## src/core/icwtb_pkg.sv

```systemverilog
// Constants, register map and carrier types of the interrupt controller with time base.
package icwtb_pkg;

	// ************************************************************
	// Register map, byte addresses on the Avalon-MM slave.
	// ************************************************************
	localparam logic [4:0] PRIMARY_OFF  = 5'h00;
	localparam logic [4:0] SHARED_OFF   = 5'h04;
	localparam logic [4:0] CMP_OFF      = 5'h08;
	localparam logic [4:0] PSC_OFF      = 5'h0c;
	localparam logic [4:0] TICK_OFF     = 5'h10;
	localparam logic [4:0] STATUS_OFF   = 5'h14;

	// ************************************************************
	// Field positions.
	// ************************************************************
	localparam int GLOBAL_EN_BIT = 0;
	localparam int TICK_EN_BIT   = 2;
	localparam int TICK_FLAG_BIT = 5;
	localparam int SHARED_EN_BIT = 0;
	localparam int SHARED_FL_BIT = 4;
	localparam int CMP_P_EN_BIT  = 0;
	localparam int CMP_A_EN_BIT  = 1;
	localparam int CMP_P_FL_BIT  = 4;
	localparam int CMP_A_FL_BIT  = 5;
	localparam int TICK_ON_BIT   = 7;
	localparam int STAT_FULL_BIT = 7;

	// ************************************************************
	// Reset values, sizes and vectors.
	// ************************************************************
	localparam logic [7:0]  REG_RESET      = 8'h00;
	localparam int          PC_W           = 12;
	localparam int          STACK_DEPTH    = 4;
	localparam int          SP_W           = 3;
	localparam logic [11:0] SHARED_VEC     = 12'h004;
	localparam logic [11:0] TICK_VEC       = 12'h008;
	localparam logic [3:0]  TICK_MIN_SHIFT = 4'h8;
	localparam logic [1:0]  PSC_DIV4_LAST  = 2'h3;
	localparam logic [1:0]  SRC_SYS        = 2'h0;
	localparam logic [1:0]  SRC_SYS_DIV4   = 2'h1;

	// CPU to controller: boundary, stack operations and next address.
	typedef struct packed {
		logic              boundary;
		logic              call;
		logic              ret;
		logic              return_from_irq;
		logic [PC_W-1:0]   next_pc;
	} icwtb_cpu_req_t;

	// Controller to CPU: program counter load and stack state.
	typedef struct packed {
		logic              pc_load;
		logic [PC_W-1:0]   pc_addr;
		logic              irq_taken;
		logic              stack_full;
	} icwtb_cpu_rsp_t;

endpackage

```

## src/core/icwtb_ctrl.sv

```systemverilog
// Interrupt controller with time base, return stack and Avalon-MM register slave.
//
// What this block does
// - Source event sets its flag regardless of enables
// - Disabled request keeps flag, no vectoring
// - Global enable low suppresses all vectoring
// - Taking interrupt pushes next PC, loads vector
// - Return from interrupt pops saved PC, resumes
// - Servicing clears global enable; flags keep latching
// - Full stack withholds acknowledgement of requests
// - Simultaneous requests resolved by fixed priority
// - Any flag set wakes from sleep or idle
// - Member comparator flag rise sets shared flag
// - Shared service clears shared flag, global enable
// - Shared service leaves member flags untouched
// - Divider overflow sets the tick flag
// - Tick vectors with global, tick enable, stack room
// - Tick service clears tick flag, global enable
// - Source field picks system, quarter, low-speed clock
// - Period is two to eight-plus-field prescaler cycles
// - Tick control bit 7 turns divider on
// - Comparator matches set P and A flags
// - Comparator vectors need global, own, shared enables
// - Unimplemented control bits read as zero
// - Tick flag is primary control bit 5
// - Wake on flag rise regardless of enable
// - Return from interrupt sets global enable; return not
//
// Design decisions made here: the register offsets and the Avalon-MM register port.
module icwtb_ctrl
	import icwtb_pkg::*;
(
	input  wire logic           mclk,
	input  wire logic           rst_n,
	input  wire logic [4:0]     avs_address,
	input  wire logic           avs_read,
	input  wire logic           avs_write,
	input  wire logic [31:0]    avs_writedata,
	input  wire logic [3:0]     avs_byteenable,
	output logic      [31:0]    avs_readdata,
	output logic                avs_waitrequest,
	input  wire icwtb_cpu_req_t cpu_req,
	output icwtb_cpu_rsp_t      cpu_rsp,
	input  wire logic           cmp_p_match,
	input  wire logic           cmp_a_match,
	input  wire logic           low_speed_tick,
	output logic                wake
);

	// ************************************************************
	// Control and status state.
	// ************************************************************
	logic               global_irq_enable;
	logic               tick_irq_enable;
	logic               tick_irq_flag;
	logic               shared_irq_enable;
	logic               shared_irq_flag;
	logic               cmp_p_match_enable;
	logic               cmp_a_match_enable;
	logic               cmp_p_match_flag;
	logic               cmp_a_match_flag;
	logic [1:0]         tick_source_sel;
	logic               tick_divider_on;
	logic [2:0]         tick_period_sel;
	logic               next_global_irq_enable;
	logic               next_tick_irq_flag;
	logic               next_shared_irq_flag;
	logic               next_cmp_p_match_flag;
	logic               next_cmp_a_match_flag;

	// ************************************************************
	// Bus slave: one wait state on every access.
	// ************************************************************
	logic               bus_ack;
	logic               bus_req;
	logic               wr_go;
	logic               wr_primary;
	logic               wr_shared;
	logic               wr_cmp;
	logic               wr_psc;
	logic               wr_tick;
	logic [7:0]         wd;
	logic [7:0]         rd_byte;

	// The request waits one cycle, then completes on the acknowledge edge.
	assign bus_req         = avs_read | avs_write;
	assign avs_waitrequest = bus_req & ~bus_ack;
	assign wr_go           = avs_write & bus_ack & avs_byteenable[0];
	assign wd              = avs_writedata[7:0];
	assign wr_primary      = wr_go & (avs_address == PRIMARY_OFF);
	assign wr_shared       = wr_go & (avs_address == SHARED_OFF);
	assign wr_cmp          = wr_go & (avs_address == CMP_OFF);
	assign wr_psc          = wr_go & (avs_address == PSC_OFF);
	assign wr_tick         = wr_go & (avs_address == TICK_OFF);

	// Acknowledge toggles so that back-to-back requests each get a wait state.
	always_ff @(posedge mclk or negedge rst_n) begin
		if (!rst_n) begin
			bus_ack <= 1'b0;
		end else begin
			bus_ack <= bus_req & ~bus_ack;
		end
	end

	// ************************************************************
	// Return stack.
	// ************************************************************
	logic [PC_W-1:0]    stack_mem [STACK_DEPTH];
	logic [SP_W-1:0]    stack_ptr;
	logic               stack_full;
	logic               stack_empty;
	logic               cpu_busy;
	logic               do_push;
	logic               do_pop;
	logic [PC_W-1:0]    push_data;

	assign stack_full  = (stack_ptr == SP_W'(STACK_DEPTH));
	assign stack_empty = (stack_ptr == '0);
	assign cpu_busy    = cpu_req.call | cpu_req.ret | cpu_req.return_from_irq;

	// ************************************************************
	// Request qualification and priority.
	// ************************************************************
	localparam logic SHARED_FIRST = (SHARED_VEC < TICK_VEC);
	logic               tick_req;
	logic               shared_req;
	logic               take;
	logic               take_tick;
	logic               take_shared;

	// Tick request needs its own flag and enable.
	assign tick_req    = tick_irq_flag & tick_irq_enable;
	// Shared request needs the shared flag, shared enable and an enabled member.
	assign shared_req  = shared_irq_flag & shared_irq_enable &
	                     ((cmp_p_match_flag & cmp_p_match_enable) |
	                      (cmp_a_match_flag & cmp_a_match_enable));
	// Acknowledge only at a quiet instruction boundary with global enable and stack room.
	assign take        = cpu_req.boundary & ~cpu_busy & global_irq_enable & ~stack_full &
	                     (tick_req | shared_req);
	// Exactly one source is taken; the lower vector address wins a tie.
	assign take_tick   = take & tick_req & (~shared_req | ~SHARED_FIRST);
	assign take_shared = take & ~take_tick;

	// Interrupt entries and CPU calls push while the stack has room; returns pop when anything is stacked.
	assign do_push   = take | (cpu_req.call & ~stack_full);
	assign do_pop    = (cpu_req.ret | cpu_req.return_from_irq) & ~stack_empty;
	assign push_data = cpu_req.next_pc;

	// Stack pointer; a push wins over a pop.
	always_ff @(posedge mclk or negedge rst_n) begin
		if (!rst_n) begin
			stack_ptr <= '0;
		end else if (do_push) begin
			stack_ptr <= stack_ptr + SP_W'(1);
		end else if (do_pop) begin
			stack_ptr <= stack_ptr - SP_W'(1);
		end
	end

	// Only the entry at the pointer is written on a push.
	always_ff @(posedge mclk) begin
		if (do_push) begin
			stack_mem[stack_ptr[SP_W-2:0]] <= push_data;
		end
	end

	// ************************************************************
	// Program counter redirection towards the CPU.
	// ************************************************************
	logic               pc_load;
	logic [PC_W-1:0]    pc_addr;
	logic               irq_taken;

	// A taken interrupt loads its vector; a return loads the popped address.
	always_ff @(posedge mclk or negedge rst_n) begin
		if (!rst_n) begin
			pc_load   <= 1'b0;
			pc_addr   <= '0;
			irq_taken <= 1'b0;
		end else begin
			pc_load   <= take | do_pop;
			irq_taken <= take;
			if (take) begin
				pc_addr <= take_tick ? TICK_VEC : SHARED_VEC;
			end else if (do_pop) begin
				pc_addr <= stack_mem[(SP_W-1)'(stack_ptr - SP_W'(1))];
			end
		end
	end

	assign cpu_rsp.pc_load    = pc_load;
	assign cpu_rsp.pc_addr    = pc_addr;
	assign cpu_rsp.irq_taken  = irq_taken;
	assign cpu_rsp.stack_full = stack_full;

	// ************************************************************
	// Time base prescaler and divider.
	// ************************************************************
	logic [1:0]         quarter_cnt;
	logic               psc_tick;
	logic [14:0]        tick_cnt;
	logic [14:0]        tick_mask;
	logic               tick_overflow;

	// Free-running divide-by-four of the system clock.
	always_ff @(posedge mclk or negedge rst_n) begin
		if (!rst_n) begin
			quarter_cnt <= '0;
		end else begin
			quarter_cnt <= quarter_cnt + 2'h1;
		end
	end

	// Prescaler clock enable from the selected source.
	always_comb begin
		case (tick_source_sel)
			SRC_SYS:      psc_tick = 1'b1;
			SRC_SYS_DIV4: psc_tick = (quarter_cnt == PSC_DIV4_LAST);
			default:      psc_tick = low_speed_tick;
		endcase
	end

	// Overflow when the low eight-plus-field bits are all ones.
	assign tick_mask     = ~(15'h7fff << (TICK_MIN_SHIFT + {1'b0, tick_period_sel}));
	assign tick_overflow = psc_tick & ((tick_cnt & tick_mask) == tick_mask);

	// Divider counts prescaler ticks and sits at zero while switched off.
	always_ff @(posedge mclk or negedge rst_n) begin
		if (!rst_n) begin
			tick_cnt <= '0;
		end else if (!tick_divider_on) begin
			tick_cnt <= '0;
		end else if (tick_overflow) begin
			tick_cnt <= '0;
		end else if (psc_tick) begin
			tick_cnt <= tick_cnt + 15'h0001;
		end
	end

	// ************************************************************
	// Flag and global enable update; hardware set beats every clear.
	// ************************************************************
	logic               tick_set;
	logic               member_rise;

	assign tick_set = tick_divider_on & tick_overflow;

	always_comb begin
		next_cmp_p_match_flag = wr_cmp ? wd[CMP_P_FL_BIT] : cmp_p_match_flag;
		next_cmp_a_match_flag = wr_cmp ? wd[CMP_A_FL_BIT] : cmp_a_match_flag;
		// Member flags are never cleared by a service.
		next_cmp_p_match_flag = next_cmp_p_match_flag | cmp_p_match;
		next_cmp_a_match_flag = next_cmp_a_match_flag | cmp_a_match;
		member_rise = (next_cmp_p_match_flag & ~cmp_p_match_flag) |
		              (next_cmp_a_match_flag & ~cmp_a_match_flag);
		next_shared_irq_flag = wr_shared ? wd[SHARED_FL_BIT] : shared_irq_flag;
		next_shared_irq_flag = (next_shared_irq_flag & ~take_shared) | member_rise;
		next_tick_irq_flag   = wr_primary ? wd[TICK_FLAG_BIT] : tick_irq_flag;
		next_tick_irq_flag   = (next_tick_irq_flag & ~take_tick) | tick_set;
		next_global_irq_enable = wr_primary ? wd[GLOBAL_EN_BIT] : global_irq_enable;
		if (cpu_req.return_from_irq) begin
			next_global_irq_enable = 1'b1;
		end
		if (take) begin
			next_global_irq_enable = 1'b0;
		end
	end

	// Flags and global enable.
	always_ff @(posedge mclk or negedge rst_n) begin
		if (!rst_n) begin
			global_irq_enable <= 1'b0;
			tick_irq_flag     <= 1'b0;
			shared_irq_flag   <= 1'b0;
			cmp_p_match_flag  <= 1'b0;
			cmp_a_match_flag  <= 1'b0;
		end else begin
			global_irq_enable <= next_global_irq_enable;
			tick_irq_flag     <= next_tick_irq_flag;
			shared_irq_flag   <= next_shared_irq_flag;
			cmp_p_match_flag  <= next_cmp_p_match_flag;
			cmp_a_match_flag  <= next_cmp_a_match_flag;
		end
	end

	// Enables and time base configuration written by software only.
	always_ff @(posedge mclk or negedge rst_n) begin
		if (!rst_n) begin
			tick_irq_enable    <= REG_RESET[0];
			shared_irq_enable  <= REG_RESET[0];
			cmp_p_match_enable <= REG_RESET[0];
			cmp_a_match_enable <= REG_RESET[0];
			tick_source_sel    <= REG_RESET[1:0];
			tick_divider_on    <= REG_RESET[0];
			tick_period_sel    <= REG_RESET[2:0];
		end else begin
			if (wr_primary) begin
				tick_irq_enable <= wd[TICK_EN_BIT];
			end
			if (wr_shared) begin
				shared_irq_enable <= wd[SHARED_EN_BIT];
			end
			if (wr_cmp) begin
				cmp_p_match_enable <= wd[CMP_P_EN_BIT];
				cmp_a_match_enable <= wd[CMP_A_EN_BIT];
			end
			if (wr_psc) begin
				tick_source_sel <= wd[1:0];
			end
			if (wr_tick) begin
				tick_divider_on <= wd[TICK_ON_BIT];
				tick_period_sel <= wd[2:0];
			end
		end
	end

	// ************************************************************
	// Wake-up on any flag rising, whatever the enables.
	// ************************************************************
	always_ff @(posedge mclk or negedge rst_n) begin
		if (!rst_n) begin
			wake <= 1'b0;
		end else begin
			wake <= (next_tick_irq_flag & ~tick_irq_flag) |
			        (next_shared_irq_flag & ~shared_irq_flag) |
			        (next_cmp_p_match_flag & ~cmp_p_match_flag) |
			        (next_cmp_a_match_flag & ~cmp_a_match_flag);
		end
	end

	// ************************************************************
	// Read path; unused bits and unmapped addresses read zero.
	// ************************************************************
	always_comb begin
		rd_byte = 8'h00;
		case (avs_address)
			PRIMARY_OFF: begin
				rd_byte[GLOBAL_EN_BIT] = global_irq_enable;
				rd_byte[TICK_EN_BIT]   = tick_irq_enable;
				rd_byte[TICK_FLAG_BIT] = tick_irq_flag;
			end
			SHARED_OFF: begin
				rd_byte[SHARED_EN_BIT] = shared_irq_enable;
				rd_byte[SHARED_FL_BIT] = shared_irq_flag;
			end
			CMP_OFF: begin
				rd_byte[CMP_P_EN_BIT] = cmp_p_match_enable;
				rd_byte[CMP_A_EN_BIT] = cmp_a_match_enable;
				rd_byte[CMP_P_FL_BIT] = cmp_p_match_flag;
				rd_byte[CMP_A_FL_BIT] = cmp_a_match_flag;
			end
			PSC_OFF: begin
				rd_byte[1:0] = tick_source_sel;
			end
			TICK_OFF: begin
				rd_byte[TICK_ON_BIT] = tick_divider_on;
				rd_byte[2:0]         = tick_period_sel;
			end
			STATUS_OFF: begin
				rd_byte[STAT_FULL_BIT] = stack_full;
				rd_byte[SP_W-1:0]      = stack_ptr;
			end
			default: begin
				rd_byte = 8'h00;
			end
		endcase
	end

	// Read data is captured during the wait state and stands at the acknowledge edge.
	always_ff @(posedge mclk or negedge rst_n) begin
		if (!rst_n) begin
			avs_readdata <= 32'h0000_0000;
		end else if (avs_read & ~bus_ack) begin
			avs_readdata <= {24'h00_0000, rd_byte};
		end
	end

endmodule

```

## config.mk

```make
export PLATFORM = sky130hd
export DESIGN_NAME = icwtb_ctrl
export DESIGN_NICKNAME = d
export VERILOG_FILES = /design/src/core/icwtb_pkg.sv /design/src/core/icwtb_ctrl.sv
export SDC_FILE = /design/constraint.sdc
export NUM_CORES = 1
export LEC_CHECK = 0
export ABC_CLOCK_PERIOD_IN_PS = 2600
export BUFFER_PORTS_ARGS = -buffer_cell sky130_fd_sc_hd__buf_2
export CORE_MARGIN = 1
export CORE_UTILIZATION = 35
export DETAILED_ROUTE_END_ITERATION = 10
export PLACE_DENSITY = 0.69
export SETUP_SLACK_MARGIN = 0.2
export SLEW_MARGIN = 20
export SYNTH_ARGS = -nofsm -noshare
export SYNTH_HDL_FRONTEND = slang
export SYNTH_SLANG_ARGS = --single-unit
```

## constraint.sdc

```tcl
create_clock -name mclk -period 2.6 [get_ports mclk]
set_input_delay 0.52 -clock mclk [delete_from_list [all_inputs] [get_ports mclk]]
set_output_delay 0.52 -clock mclk [all_outputs]
set_load 0.1 [all_outputs]
```

# After elaboration in Yosys (flattened, before gate mapping)

Memories as Yosys holds them, arrays and structs flattened.
Cells that the tools add are included.

Add/subtract/negate cells: 5
Multipliers: 0
Divide/modulo/power cells: 0
Order comparisons: 0
Equality and inequality tests: 10
Shift-type cells: 1
Multiplexer cells: 24
Bitwise gates (word level): 60
Reductions and logical operators: 6

Operators with widths:

| kind                                                 | count |
|---|---|
| 2-to-1 mux 15 bit                                    | 3 |
| AND 1 bit                                            | 31 |
| 2-to-1 mux 12 bit                                    | 2 |
| OR 1 bit                                             | 16 |
| adder 15 x 1 -> 15 bit (second input constant)       | 1 |
| AND 15 bit                                           | 1 |
| equality test 15 bit                                 | 1 |
| inverter 15 bit                                      | 1 |
| left shift 15 x 4 -> 15 bit (first input constant)   | 1 |
| inverter 1 bit                                       | 11 |
| equality test 5 x 4 -> 1 bit (second input constant) | 2 |
| equality test 5 bit (second input constant)          | 2 |
| 2-to-1 mux 1 bit                                     | 9 |
| one-hot mux 1 bit (2 select lines)                   | 4 |
| 2-to-1 mux 3 bit                                     | 2 |
| one-hot mux 1 bit (6 select lines)                   | 1 |
| equality test 5 x 3 -> 1 bit (second input constant) | 1 |
| logical NOT 5 bit                                    | 1 |
| adder 4 x 3 -> 4 bit (first input constant)          | 1 |
| 2-to-1 mux 4 bit                                     | 1 |
| one-hot mux 1 bit (4 select lines)                   | 1 |
| nonzero test 2 bit                                   | 2 |
| adder 3 x 1 -> 3 bit (second input constant)         | 1 |
| equality test 3 bit (second input constant)          | 1 |
| 9 further kinds                                      | 9 |

Bits in registers: 57
Bits in latches: 0
Memory bits (writable): 48
Memory bits (read-only): 0
Input port bits: 64
Output and inout port bits: 49
Logic and storage cells: 128
Memories kept: 1

Memory list:

| memory    | words | bits a word | read ports | clocked after memory_dff | write ports | RTL line          | source |
|---|---|---|---|---|---|---|---|
| stack_mem | 4     | 12          | 1          | 0                        | 1           | icwtb_ctrl.sv:108 | `logic [PC_W-1:0] stack_mem [STACK_DEPTH];` |

# Logic depth before layout (Yosys ltp)

Depth after elaboration: 18
Depth in mapped cells: 9
Gate-level depth less buffers: 7

# Worst setup path before layout

Ideal clock, no wire load.

Path type: reg-to-reg
Start: register stack_ptr[0]
End: memory stack_mem[0][0] (enable)
Library setup time: 0.382 ns
Arrival time: 2.318 ns
Setup slack: -0.100 ns
Stages on the path, launching flop included: 9
Period minus slack after synthesis: 2.700 ns
Cells stage by stage: dfrtp_1 > buf_2 > buf_2 > inv_1 > ha_1 > nand2_1 > nand4_1 > a2bb2oi_1 > nor2b_1

Word-level cells in the longest chain between the ends: 7
Elaborated cells on any way between the ends: 8
Classes of those cells: 1 x eq/ne; 2 x mux; 5 x bitwise

Ends and longest elaborated chain:

| item                                   | RTL line                             | source |
|---|---|---|
| start, declared                        | icwtb_ctrl.sv:109                    | `logic [SP_W-1:0] stack_ptr;` |
| start signal, assigned                 | icwtb_ctrl.sv:154                    | `stack_ptr <= stack_ptr + SP_W'(1);` |
| start signal, assigned                 | icwtb_ctrl.sv:156                    | `stack_ptr <= stack_ptr - SP_W'(1);` |
| equality test 3 bit                    | icwtb_ctrl.sv:117                    | `assign stack_full = (stack_ptr == SP_W'(STACK_DEPTH));` |
| inverter 1 bit                         | icwtb_ctrl.sv:138, icwtb_ctrl.sv:145 |  |
| AND 1 bit (2 in a row)                 | icwtb_ctrl.sv:138                    | `assign take = cpu_req.boundary & ~cpu_busy & global_irq_enable & ~stack_full &` |
| OR 1 bit                               | icwtb_ctrl.sv:145                    | `assign do_push = take \| (cpu_req.call & ~stack_full);` |
| 2-to-1 mux 1 bit                       | icwtb_ctrl.sv:162                    | `if (do_push) begin` |
| 2-to-1 mux 1 bit (not written as such) | icwtb_ctrl.sv:163                    | `stack_mem[stack_ptr[SP_W-2:0]] <= push_data;` |
| end, declared                          | icwtb_ctrl.sv:108                    |  |

Several ways; a longest one is shown, not always the timed one.

==> summary.md <==
| Metric | Value |
|---|---|
| ANT nets after route | `0` |
| Share of post-route cells with drive strength above 1 | `0.2565` |
| RSZ-0062 raised after global routing | `no` |
| Switching Share | `0.4241` |
| Comb power frac | `0.400` |
| Peak Freq | `440.8 MHz` |
| DR vias | `3,155` |
| Hold buffers post-CTS | `0` |
| Period utilisation layout | `0.8725` |
| Post-Syn Instances | `397` |
| Largest net degree at the start of global routing | `35` |
| Yosys top cell area share | `0.2936` |
| Power Total | `5890 uW` |
| Design Area, Final | `5654 um^2` |
| Initial antenna violation count | `0` |
| VDD IR max | `1.051 mV` |
| Synthesized cell area | `4910 um^2` |
| Worst setup margin | `331.6 ps` |
| Clock network fraction of total power | `0.224` |
| Commonest cells post-synth | `dfrtp_1, edfxtp_1, nand2_1, buf_4, nor2_1` |
| Crit path launch | `stack_ptr[1]$_DFFE_PN0P_` |
| Cell taking the most area after synthesis | `edfxtp_1` |
| Crit path max fanout | `5` |
| Most frequent CP cell | `inv_1` |
| Post-layout minimum cycle time | `2268 ps` |
| Max stage delay on crit path | `460 ps` |
| P&R area growth vs syn | `15.16%` |
| Clock sinks | `105` |
| Final setup violation count | `0` |
| Die Area | `14,510 um^2` |
| FF-to-FF setup slack | `390 ps` |
| Routing usage on met3 | `0.04481` |
| Startpoint types | `flip-flop` |
| CTS root buf | `clkbuf_16` |
| Die Wd | `120.4 um` |
| Site Rows | `42` |
| Grt ovf | `0` |
| DRT Pass-1 Iters | `4` |
| Cell variety after synth | `53` |
| CTS tree | `yes` |
| M2 GR Usage | `0.2421` |
| I/O pin cnt | `113` |
| Total CTS buffers | `9` |
| Register area share after synthesis | `0.5841` |
| Max Slew Vio Count | `0` |
| Core Region | `13,450 um^2` |
| WP data arrival | `1750 ps` |
| ANT cells | `0` |
| Routability Congestion | `0.8360` |
| DP HPWL | `6979 um` |
| Syn_area_per_cell | `12.37 um^2` |
| Gr usage total | `0.1493` |
| EDFF count, synth | `48` |
| Slowest CP cell | `dfrtp_1` |
| CP Class | `flip-flop to primary output` |
| Crit-path cells | `inv_1 -> ha_1 -> nand2_1 -> inv_1 -> buf_6` |
| WP data required | `2080 ps` |
| Wirelength per Cell | `15.28 um` |
| R2R Path Start | `stack_ptr[1]$_DFFE_PN0P_` |
| Seq pwr share | `0.375` |
| Clock transition at path regs | `70 ps` |
| GR Util met1 | `0.1930` |
| Worst min-delay path class | `primary input to asynchronous set/reset pin` |
| Gr busiest metal | `met2` |
| Main synth FF type | `dfrtp_1` |
| Via density | `4.930` |
| Setup crit end kind | `primary output` |
| Switching Power | `2498 uW` |
| PwrDens | `1042 nW/um^2` |
| Worst slew pin tran | `622.1 ps` |
| Synthesis-stage register bit count | `105` |
| Clk_lat worst skew | `350 ps` |
| Capture point of the critical path | `cpu_rsp[0]` |
| Place WS | `361.4 ps` |
| Synth Warn # | `0` |
| Dpl cell area | `5340 um^2` |
| Nets | `530` |
| Number of global-route vias before repair | `3,227` |
| Count leader, synth | `dfrtp_1` |
| Async S/R FF share, synth | `0.5429` |
| First-pass GRT wire length | `16,520 um` |
| DR iter-0 viols | `178` |
| H-tree depth | `3` |
| Power Internal | `3392 uW` |
| Worst reg2reg endpoint | `stack_mem[2][9]$_DFFE_PP_` |
| Sum Neg Setup Slack | `0 ps` |
| Max_slew headroom | `0.5853` |
| Initial Util | `0.3650` |
| Synth top area cells | `edfxtp_1, dfrtp_1, mux4_2` |
| R2R cell count | `7` |
| Port bufs | `57` |
| Max Cap Violations | `0` |
| Die Ht | `120.4 um` |
| DRC | `0` |
| Setup Skew | `8.614 ps` |
| Clk buf depth | `2` |
| Final hold vios | `0` |
| Status | `finished, final reports clean` |
| Final wirelength | `9781 um` |
| Leak Pwr | `0.002319 uW` |
cells in the final DEF, fill, tap and decap left out, types with 9 or more instances in the layout:
master,n
inv_1,10
nor3_1,10
mux4_2,12
buf_2,56
nor2_1,27
conb_1,26
mux2i_1,11
dfrtp_1,57
mux2_2,9
a21oi_1,19
clkbuf_16,9
edfxtp_1,48
nand2_1,45
o21ai_0,12
critical path, delay by kind of cell, from the launching register on:
kind,cells,cell delay [ps]
simple gates,1,140
buf+inv,3,560
fa+ha+maj,1,240
flops,1,460
cell type report:
| type | instances | area [um^2] |
|---|---|---|
| Fill cell | 1285 | 7799 |
| Sequential cell | 105 | 2868 |
| Inverter | 10 | 37.54 |
| Tap cell | 176 | 220.2 |
| Multi-Input combinational cell | 267 | 1857 |
| Timing Repair Buffer | 66 | 384.1 |
| Clock buffer | 10 | 229.0 |
| Clock inverter | 6 | 58.81 |
kinds of logic (layout without fill, tap and decap cells):
logic type | Yosys count | in the layout | share of synthesized area
other | 1 | 26 | 0.0007638
buffers and inverters | 50 | 92 | 0.06116
xor gates and xnor gates | 11 | 11 | 0.01962
adders and majority gates | 7 | 7 | 0.01784
muxes | 32 | 32 | 0.09812
AOI/OAI and AO/OA | 61 | 61 | 0.08538
DFF | 105 | 105 | 0.5841
and+or+nand+nor | 130 | 130 | 0.1330
flip-flops by register name, summed over array words and instances, names as in the netlist, 2 cells and up:
signal           flops
quarter_cnt          2
tick_cnt            15
stack_mem           48
stack_ptr            3
tick_source_sel      2
avs_readdata         6
pc_addr             12
tick_period_sel      3
power by group through the flow:
| stage | sequential [uW] | combinational (uW) | clock, uW |
|---|---|---|---|
| 2_1_floorplan | 2920 | 1220 | 0 |
| 3_3_place_gp | 2230 | 2330 | 0 |
| 3_5_place_dp | 2250 | 2360 | 0 |
| 4_1_cts | 2220 | 2360 | 1350 |
| 5_1_grt | 2250 | 2520 | 1410 |
| 6_report | 2210 | 2360 | 1320 |
layer usage:
metal  vias to the layer above  wire length (um)
met5                         -                 0
met4                         0               104
met3                         9               615
met2                       100              4725
met1                      1548              4336
li1                       1498                 -
worst min path at each step:
| stage | startpoint | end | slack, ps | cells after the start |
|---|---|---|---|---|
| global route | rst_n | avs_readdata[4]$_DFFE_PN0P_ | 190 | 1 |
| CTS | rst_n | avs_readdata[4]$_DFFE_PN0P_ | 180 | 1 |
| floorplan | rst_n | avs_readdata[0]$_DFFE_PN0P_ | 220 | 0 |
| global placement | quarter_cnt[0]$_DFF_PN0_ | quarter_cnt[0]$_DFF_PN0_ | 410 | 1 |
| detailed placement | quarter_cnt[0]$_DFF_PN0_ | quarter_cnt[0]$_DFF_PN0_ | 430 | 1 |
| finish | rst_n | avs_readdata[4]$_DFFE_PN0P_ | 170 | 1 |
stage by stage:
step / hold WS (ps) / util / std cells
after global placement: 411.7 / 0.3969 / 623
final: 169.7 / 0.4203 / 640
after CTS: 183.9 / 0.4185 / 639
after global routing: 194.9 / 0.4203 / 640
after detailed placement: 429.8 / 0.3969 / 623
after floorplan: 224.4 / - / 422
repair_timing:
action,in CTS,in global routing
resized for setup,1,1
setup buffers,0,1
setup endpoints to repair,1,4
pin swaps,0,0
endpoints found under the hold margin,0,0
No activity file was read; power rests on OpenSTA's default activity.
